--- src/rcs_consts.svh ---
// Constants of the reset cause and soft reset block.
// Assumes inclusion by the monitor, the top module and the bench only.
`ifndef RCS_CONSTS_SVH
`define RCS_CONSTS_SVH

// ------------------------------------------------------------
// Register byte offsets
// ------------------------------------------------------------
`define RCS_ADDR_W           8
`define RCS_OFS_CAUSE        8'h00
`define RCS_OFS_TRIGGER      8'h04
`define RCS_OFS_KEY          8'h08
`define RCS_OFS_IRQ_STAT     8'h0C
`define RCS_OFS_IRQ_MASK     8'h10
`define RCS_OFS_LOCK_STAT    8'h14

// ------------------------------------------------------------
// Cause register fields
// ------------------------------------------------------------
`define RCS_BIT_HIGH_VOLTAGE_RESET_FLAG         29
`define RCS_BIT_CFG          9
`define RCS_BIT_VREG         8
`define RCS_BIT_PIN          7
`define RCS_BIT_SW           6
`define RCS_BIT_WDT          4
`define RCS_BIT_SLEEP        3
`define RCS_BIT_IDLE         2
`define RCS_BIT_BOR          1
`define RCS_BIT_POR          0
`define RCS_CAUSE_IMPL       32'h2000_03DF
`define RCS_CAUSE_POR_VAL    32'h0000_0003
`define RCS_IRQ_IMPL         32'h2000_02DF
`define RCS_TRIG_BIT         0

// ------------------------------------------------------------
// Unlock keys and soft reset timing
// ------------------------------------------------------------
`define RCS_KEY1             32'h1ACC_E55A
`define RCS_KEY2             32'h0B5E_2C7D
`define RCS_CLK_PERIOD_NS    100
`define RCS_SOFT_RESET_TRIGGER_BIT_TIME_NS    1600
`define RCS_SOFT_RESET_TRIGGER_BIT_CYCLES     ((`RCS_SOFT_RESET_TRIGGER_BIT_TIME_NS + `RCS_CLK_PERIOD_NS - 1) / `RCS_CLK_PERIOD_NS)

`endif

--- src/rcs_pkg.sv ---
// Types of the reset cause and soft reset block.
// Assumes rcs_consts.svh is on the include path.
package rcs_pkg;

   // ---------------------------------------------------------
   // Event carrier and state machine codes
   // ---------------------------------------------------------
   typedef struct packed {
      logic hv;      // High voltage detect reset
      logic cfg;     // Configuration mismatch reset
      logic pin;     // Master clear pin reset
      logic wdt;     // Watchdog timeout
      logic bor;     // Brown-out reset
      logic slp;     // Wake from sleep
      logic idl;     // Wake from idle
   } rcs_evt_t;

   typedef enum logic [2:0] {
      LK_LOCKED = 3'b001,
      LK_KEY1   = 3'b010,
      LK_OPEN   = 3'b100
   } rcs_lock_t;

   typedef enum logic [1:0] {
      RS_IDLE = 2'b01,
      RS_BUSY = 2'b10
   } rcs_rst_t;

   // ---------------------------------------------------------
   // Whole state of the top module
   // ---------------------------------------------------------
   typedef struct packed {
      rcs_evt_t    s1;
      rcs_evt_t    s2;
      rcs_evt_t    s3;
      rcs_evt_t    filt;
      logic [31:0] cause;
      logic [31:0] irq_stat;
      logic [31:0] irq_mask;
      logic [31:0] prdata;
      logic        slverr;
      rcs_lock_t   lock;
      rcs_rst_t    rst;
      logic [7:0]  cnt;
   } rcs_state_t;

endpackage

--- src/rcs_top.sv ---
// Reset cause flags, soft reset trigger with unlock, APB slave.
// Assumes event inputs are asynchronous levels, one clock domain,
// and RESET_N_I is the power-on reset of the block.
//
// Function
// - Bit 29 of the cause register is set on a high voltage detect reset.
// - Bit 9 is set by hardware on a configuration mismatch reset and is read/write.
// - Bit 8 keeps the regulator on in sleep when one, standby tracking when zero, reset zero.
// - Bit 7 is set by hardware on a master clear pin reset.
// - Bit 6 is set by hardware once a software reset has been carried out.
// - Bit 4 is set by hardware on a watchdog timeout.
// - Bit 3 is set by hardware on wake from sleep.
// - Bit 2 is set by hardware on wake from idle.
// - Bit 1 is set on brown-out and is one after power-on.
// - Bit 0 is set on power-on and is one after power-on.
// - Cause bits 31-30, 28-10 and 5 read as zero.
// - Writing one to trigger bit 0 starts a software reset, writing zero starts none; any trigger write relocks the block.
// - The trigger write is accepted only while the block is unlocked.
// - Trigger bits 31-1 read as zero.
//
// Chosen here: the register offsets and register access over APB.
`timescale 1ns/100ps

`include "rcs_consts.svh"

module rcs_top
   import rcs_pkg::*;
(
   input  wire logic        CORE_CLK_I,     // Core clock, 10 MHz
   input  wire logic        RESET_N_I,      // Power-on reset, async
   input  wire logic        CE_I,           // Clock enable
   input  wire logic        PSEL_I,         // APB select
   input  wire logic        PENABLE_I,      // APB enable
   input  wire logic        PWRITE_I,       // APB direction
   input  wire logic [7:0]  PADDR_I,        // APB byte address
   input  wire logic [31:0] PWDATA_I,       // APB write data
   input  wire rcs_evt_t    EVENTS_I,       // Async reset cause events
   output logic      [31:0] PRDATA_O,       // APB read data
   output logic             PREADY_O,       // APB ready
   output logic             PSLVERR_O,      // APB error
   output logic             IRQ_O,          // Level interrupt
   output logic             SOFT_RESET_O,   // Soft reset request
   output logic             REG_SLEEP_EN_O, // Regulator on in sleep
   output logic             UNLOCKED_O      // Unlock state
);

   // ---------------------------------------------------------
   // State and constants
   // ---------------------------------------------------------
   localparam logic [7:0] SOFT_RESET_TRIGGER_BIT_CNT = 8'(`RCS_SOFT_RESET_TRIGGER_BIT_CYCLES - 1);

   localparam rcs_state_t RESET_STATE = '{
      s1:       '0,
      s2:       '0,
      s3:       '0,
      filt:     '0,
      cause:    `RCS_CAUSE_POR_VAL,
      irq_stat: 32'h0000_0000,
      irq_mask: 32'h0000_0000,
      prdata:   32'h0000_0000,
      slverr:   1'b0,
      lock:     LK_LOCKED,
      rst:      RS_IDLE,
      cnt:      8'h00
   };

   rcs_state_t  r_reg;
   rcs_state_t  r_next;
   rcs_evt_t    rise;
   logic [31:0] set_vec;
   logic [31:0] rd_data;
   logic        rd_err;
   logic        setup;
   logic        wr;
   logic        sw_done;

   // ---------------------------------------------------------
   // Bus decode
   // ---------------------------------------------------------
   assign setup = PSEL_I & ~PENABLE_I;
   assign wr    = PSEL_I & PENABLE_I & PWRITE_I;

   // Rising edges of settled event levels
   assign rise = r_reg.s2 & r_reg.s3 & ~r_reg.filt;

   // Soft reset finished this cycle
   assign sw_done = (r_reg.rst == RS_BUSY) && (r_reg.cnt == 8'h00);

   // Event bits in cause layout
   always_comb begin
      set_vec = 32'h0000_0000;
      set_vec[`RCS_BIT_HIGH_VOLTAGE_RESET_FLAG]  = rise.hv;
      set_vec[`RCS_BIT_CFG]   = rise.cfg;
      set_vec[`RCS_BIT_PIN]   = rise.pin;
      set_vec[`RCS_BIT_SW]    = sw_done;
      set_vec[`RCS_BIT_WDT]   = rise.wdt;
      set_vec[`RCS_BIT_SLEEP] = rise.slp;
      set_vec[`RCS_BIT_IDLE]  = rise.idl;
      set_vec[`RCS_BIT_BOR]   = rise.bor;
   end

   // Read data mux, unimplemented bits zero
   always_comb begin
      rd_data = 32'h0000_0000;
      rd_err  = 1'b0;
      case (PADDR_I)
         `RCS_OFS_CAUSE:     rd_data = r_reg.cause & `RCS_CAUSE_IMPL;
         `RCS_OFS_TRIGGER:   rd_data = 32'h0000_0000;
         `RCS_OFS_KEY:       rd_data = 32'h0000_0000;
         `RCS_OFS_IRQ_STAT:  rd_data = r_reg.irq_stat;
         `RCS_OFS_IRQ_MASK:  rd_data = r_reg.irq_mask;
         `RCS_OFS_LOCK_STAT: rd_data = {30'h0, r_reg.rst == RS_BUSY, r_reg.lock == LK_OPEN};
         default:            rd_err  = 1'b1;
      endcase
   end

   // ---------------------------------------------------------
   // Next state
   // ---------------------------------------------------------
   always_comb begin
      r_next = r_reg;
      if (CE_I) begin
         // Three-flop synchroniser, change taken when stages 2 and 3 agree
         r_next.s1 = EVENTS_I;
         r_next.s2 = r_reg.s1;
         r_next.s3 = r_reg.s2;
         for (int i = 0; i < $bits(rcs_evt_t); i++) begin
            if (r_reg.s2[i] == r_reg.s3[i]) begin
               r_next.filt[i] = r_reg.s3[i];
            end
         end

         // Read data and error captured in setup phase
         if (setup) begin
            r_next.prdata = rd_data;
            r_next.slverr = rd_err;
         end

         // Cause flags: written value kept, hardware set wins
         if (wr && PADDR_I == `RCS_OFS_CAUSE) begin
            r_next.cause = PWDATA_I & `RCS_CAUSE_IMPL;
         end
         r_next.cause = r_next.cause | set_vec;

         // Interrupt status, write one to clear, set wins
         if (wr && PADDR_I == `RCS_OFS_IRQ_STAT) begin
            r_next.irq_stat = r_reg.irq_stat & ~PWDATA_I;
         end
         r_next.irq_stat = r_next.irq_stat | (set_vec & `RCS_IRQ_IMPL);
         if (wr && PADDR_I == `RCS_OFS_IRQ_MASK) begin
            r_next.irq_mask = PWDATA_I & `RCS_IRQ_IMPL;
         end

         // Unlock key sequence
         case (r_reg.lock)
            LK_LOCKED: begin
               if (wr && PADDR_I == `RCS_OFS_KEY && PWDATA_I == `RCS_KEY1) begin
                  r_next.lock = LK_KEY1;
               end
            end
            LK_KEY1: begin
               if (wr) begin
                  if (PADDR_I == `RCS_OFS_KEY && PWDATA_I == `RCS_KEY2) begin
                     r_next.lock = LK_OPEN;
                  end else if (!(PADDR_I == `RCS_OFS_KEY && PWDATA_I == `RCS_KEY1)) begin
                     r_next.lock = LK_LOCKED;
                  end
               end
            end
            LK_OPEN: begin
               if (wr && PADDR_I == `RCS_OFS_TRIGGER) begin
                  r_next.lock = LK_LOCKED;
               end
            end
            default: r_next.lock = LK_LOCKED;
         endcase

         // Soft reset sequencer
         case (r_reg.rst)
            RS_IDLE: begin
               if (wr && PADDR_I == `RCS_OFS_TRIGGER && r_reg.lock == LK_OPEN
                   && PWDATA_I[`RCS_TRIG_BIT]) begin
                  r_next.rst = RS_BUSY;
                  r_next.cnt = SOFT_RESET_TRIGGER_BIT_CNT;
               end
            end
            RS_BUSY: begin
               if (r_reg.cnt == 8'h00) begin
                  r_next.rst = RS_IDLE;
               end else begin
                  r_next.cnt = r_reg.cnt - 8'h01;
               end
            end
            default: r_next.rst = RS_IDLE;
         endcase
      end
   end

   // State register, power-on values under reset
   always_ff @(posedge CORE_CLK_I or negedge RESET_N_I) begin
      if (!RESET_N_I) begin
         r_reg <= RESET_STATE;
      end else begin
         r_reg <= r_next;
      end
   end

   // ---------------------------------------------------------
   // Outputs
   // ---------------------------------------------------------
   assign PREADY_O       = PSEL_I & PENABLE_I;
   assign PRDATA_O       = r_reg.prdata;
   assign PSLVERR_O      = PREADY_O & r_reg.slverr;
   assign IRQ_O          = |(r_reg.irq_stat & r_reg.irq_mask);
   assign SOFT_RESET_O   = (r_reg.rst == RS_BUSY);
   assign REG_SLEEP_EN_O = r_reg.cause[`RCS_BIT_VREG];
   assign UNLOCKED_O     = (r_reg.lock == LK_OPEN);

endmodule

--- config.mk ---
export PLATFORM = sky130hd
export DESIGN_NAME = rcs_top
export DESIGN_NICKNAME = d
export VERILOG_FILES = /design/src/rcs_pkg.sv /design/src/rcs_top.sv
export VERILOG_INCLUDE_DIRS = /design/src
export SDC_FILE = /design/constraint.sdc
export NUM_CORES = 1
export LEC_CHECK = 0
export ABC_AREA = 1
export ABC_CLOCK_PERIOD_IN_PS = 3800
export BUFFER_PORTS_ARGS = -buffer_cell sky130_fd_sc_hd__buf_2
export CAP_MARGIN = 20
export CORE_MARGIN = 3
export CORE_UTILIZATION = 57
export DETAILED_ROUTE_END_ITERATION = 8
export PLACE_DENSITY = 0.8
export SYNTH_ARGS = -nofsm -noshare
export SYNTH_HDL_FRONTEND = slang
export SYNTH_SLANG_ARGS = --single-unit
export TNS_END_PERCENT = 50
--- constraint.sdc ---
create_clock -name CORE_CLK_I -period 3.8 [get_ports CORE_CLK_I]
set_input_delay 0.38 -clock CORE_CLK_I [delete_from_list [all_inputs] [get_ports CORE_CLK_I]]
set_output_delay 0.38 -clock CORE_CLK_I [all_outputs]
set_load 0.01 [all_outputs]
==> impl_metrics.toml <==
[outcome]
status = "completed"

[power_and_ir_drop]
power_density_mw_per_mm2 = 530
p_int_w = 0.00264
ir_drop_v = 0.000337
pwr-share-clk = 0.375
power_switching_w = 0.00111
pwr-share-seq = 0.447
p_total_w = 0.00375
comb_power_share = 0.178
power_switching_share = 0.297
leakagePower_nw = 3.90

[synth]
synthSimpleGateAreaFrac = 0.252
yosysTopAreaCell = "dfrtp_1"
syn_area_mm2 = 0.00624
synth_compound_area_frac = 0.103
synth_top_family_by_area = "simple AND/OR/NAND/NOR gates"
synth-edff-count = 0
syn-num-nets = 832
yosysMostFrequentCell = "nand2_1"
ys_top_cells_by_area = "dfrtp_1, nand2_1, o21ai_0"
synth_xor_area_frac = 0.00842
yosysWarnings = 0
async_flop_share = 1.00
synth_top_area_share = 0.485
synthMuxAreaShare = 0
synth_cell_types = 39
yosysSeqAreaShare = 0.502
synthAdderAreaFrac = 0.0160
syn_area_per_cell_um2 = 8.09
synthFlopType = "dfrtp_1"
synthCells = 771
synth.top_cells.by_count = "nand2_1, dfrtp_1, inv_1"
ys_seq_elements = 125

[drt]
ant_nets = 0
vias_per_cell = 5.38
drt_first_pass_iters = 5
routedWlPerCell_um = 14.9
vias = 5257
drt-initial-drc-count = 430
drc_errors = 0
routed_wl_um = 14500

[floorplanning]
die_area_mm2 = 0.0122
fp-row-count = 37
die_y_um = 111
coreArea_mm2 = 0.0105
ios = 91
initial_core_util = 0.596
die_w_um = 111

[grt]
overflow = 0
met3_usage = 0.0493
grt_max_degree = 81
grt_use_met2 = 0.391
met1_usage = 0.325
grt_pass1_vias = 5144
top_usage_layer = "met2"
grt_usage = 0.243
grt_pass1_wl_um = 24500
antenna_found_initial = 0

[final_layout]
largest_register_ffs = 92
num-fill-cells = 852
antenna_cells = 0
nNetsFinal = 890
stdcell_count = 978
regArea_mm2 = 0.00313
multiInputGateArea_mm2 = 0.00237
drive_above_1_share = 0.189
area_growth_syn_to_layout_pct = 13.5

[worst_setup_path]
worstPathCellList = "a22o_1 -> a221oi_1 -> nand3_1 -> buf_2"
path_buf_inv = 1
cp_max_fo = 3
cp.required_ns = 3.42
start_kind = "register"
critPathTopFamily = "compound AO/OA/AOI/OAI gates"
slowest_stage = "dfrtp_1"
critPathArrivalTime_ns = 1.73
critPathKind = "register to output port"
max_stage_delay_ns = 0.39
worstSetupEndpointType = "output port"

[cts]
cts_buffer_depth = 2
clkLatencyLatePin_ns = 0.52
clkTransAtPathRegs_ns = 0.06
numCtsBuffers = 17
cts_resized = 0
cts_max_level = 4
ctsHoldBuffers = 0
cts_sinks = 125
cts_tree = "built"
clockRootBuffer = "clkbuf_8"
post_cts_buffers = 0

[placement]
post-dp-hpwl_um = 9930
port-buffer-count = 90
dp_cells = 945
gp_congestion = 0.898

[sta]
fin_tns_setup_ns = 0
hold_viol_final = 0
maxSlewHeadroom = 0.356
min_period_ns = 2.11
grt_setup_unrepaired = "no"
fin_skew_ns = 0.00435
fmax_ghz = 0.474
period_share = 0.555
slew_viol_final = 0
finalSetupViolations = 0
worst_slew_pin_slew_ns = 0.966

[hold_path]
hp-class = "primary input to asynchronous set/reset pin"

[job]
cap_violations = 0
worst reg2reg max path, cell delays in order (launching register included):
cell     delay [ns]
dfrtp_1        0.39
inv_1          0.09
ha_1           0.19
nand3_1        0.14
nor2_2         0.15
nand3_1        0.10
nand2_1        0.09
o21ai_2        0.09
nand3_4        0.23
nand2_1        0.11
o21ai_2        0.07
final cells by class:
type / count / share of cell area
clock buffers: 26 / 0.0675
flip-flops and latches: 125 / 0.442
repair buffers: 97 / 0.0742
clock inverters: 6 / 0.00530
multi-input cells: 491 / 0.335
well taps: 136 / 0.0240
inverters: 97 / 0.0514
per-layer routing:
layer / up-vias / share of wire
li1: 2529 / -
met1: 2480 / 0.43
met2: 212 / 0.48
met3: 36 / 0.064
met4: 0 / 0.027
met5: - / 0
power by group through the flow:
stage | clock network (W) | logic, W | registers (W)
after floorplan | 0 | 0.000502 | 0.00165
after global placement | 0 | 0.000615 | 0.00168
after detailed placement | 0 | 0.000657 | 0.00170
after CTS | 0.00141 | 0.000666 | 0.00168
after global routing | 0.00148 | 0.000761 | 0.00170
final | 0.00141 | 0.000666 | 0.00168
stage by stage:
stage / hold WS (ns) / area [µm²] / util / setup WS (ns)
floorplan: 0.0844 / 6240 / - / 2.29
global placement: 0.457 / 6540 / 0.625 / 1.43
detailed placement: 0.460 / 6540 / 0.625 / 1.31
CTS: 0.0471 / 7060 / 0.674 / 1.64
global route: 0.0687 / 7080 / 0.677 / 1.56
finish: 0.0285 / 7080 / 0.677 / 1.69
placed cells by master (no fill, tap or decap), drive strengths merged:
master    Yosys  layout
a211oi        1       1
nor3          7       7
a21oi         8       8
dfrtp       121     121
o221ai        1       1
nand2       232     232
a221oi        2       2
nor2         66      66
clkinv        0       3
ha            8       8
o21ai        93      93
or2           5       5
xor2          6       6
nand3        30      30
nand4        16      16
inv          97      97
clkinvlp      0       3
nand3b        7       7
clkbuf       18      26
a22o          1       1
o211ai        7       7
dfstp         4       4
buf          40      97
and2          1       1
cell families (layout without fill, tap and decap cells):
group / after synthesis / after routing
simple gates: 364 / 364
buf+inv: 155 / 226
flops: 125 / 125
compound gates: 113 / 113
fa+ha+maj: 8 / 8
xor+xnor: 6 / 6
worst paths after layout:
| path | cells after the start | endpoint | slack, ns | start |
|---|---|---|---|---|
| setup reg to reg | 10 | r_reg[1] | 2.08 | r_reg[0] |
| min in group CORE_CLK_I | 3 | r_reg[169] | 0.06 | EVENTS_I[6] |
| max in group asynchronous | 2 | r_reg[88] | 2.89 | RESET_N_I |
| hold / removal | 1 | r_reg[168] | 0.03 | RESET_N_I |
| hold reg to reg | 2 | PRDATA_O[2] | 0.47 | PRDATA_O[2] |
| setup / recovery | 4 | IRQ_O | 1.69 | r_reg[81] |
Power figures use the tool's default switching activity.
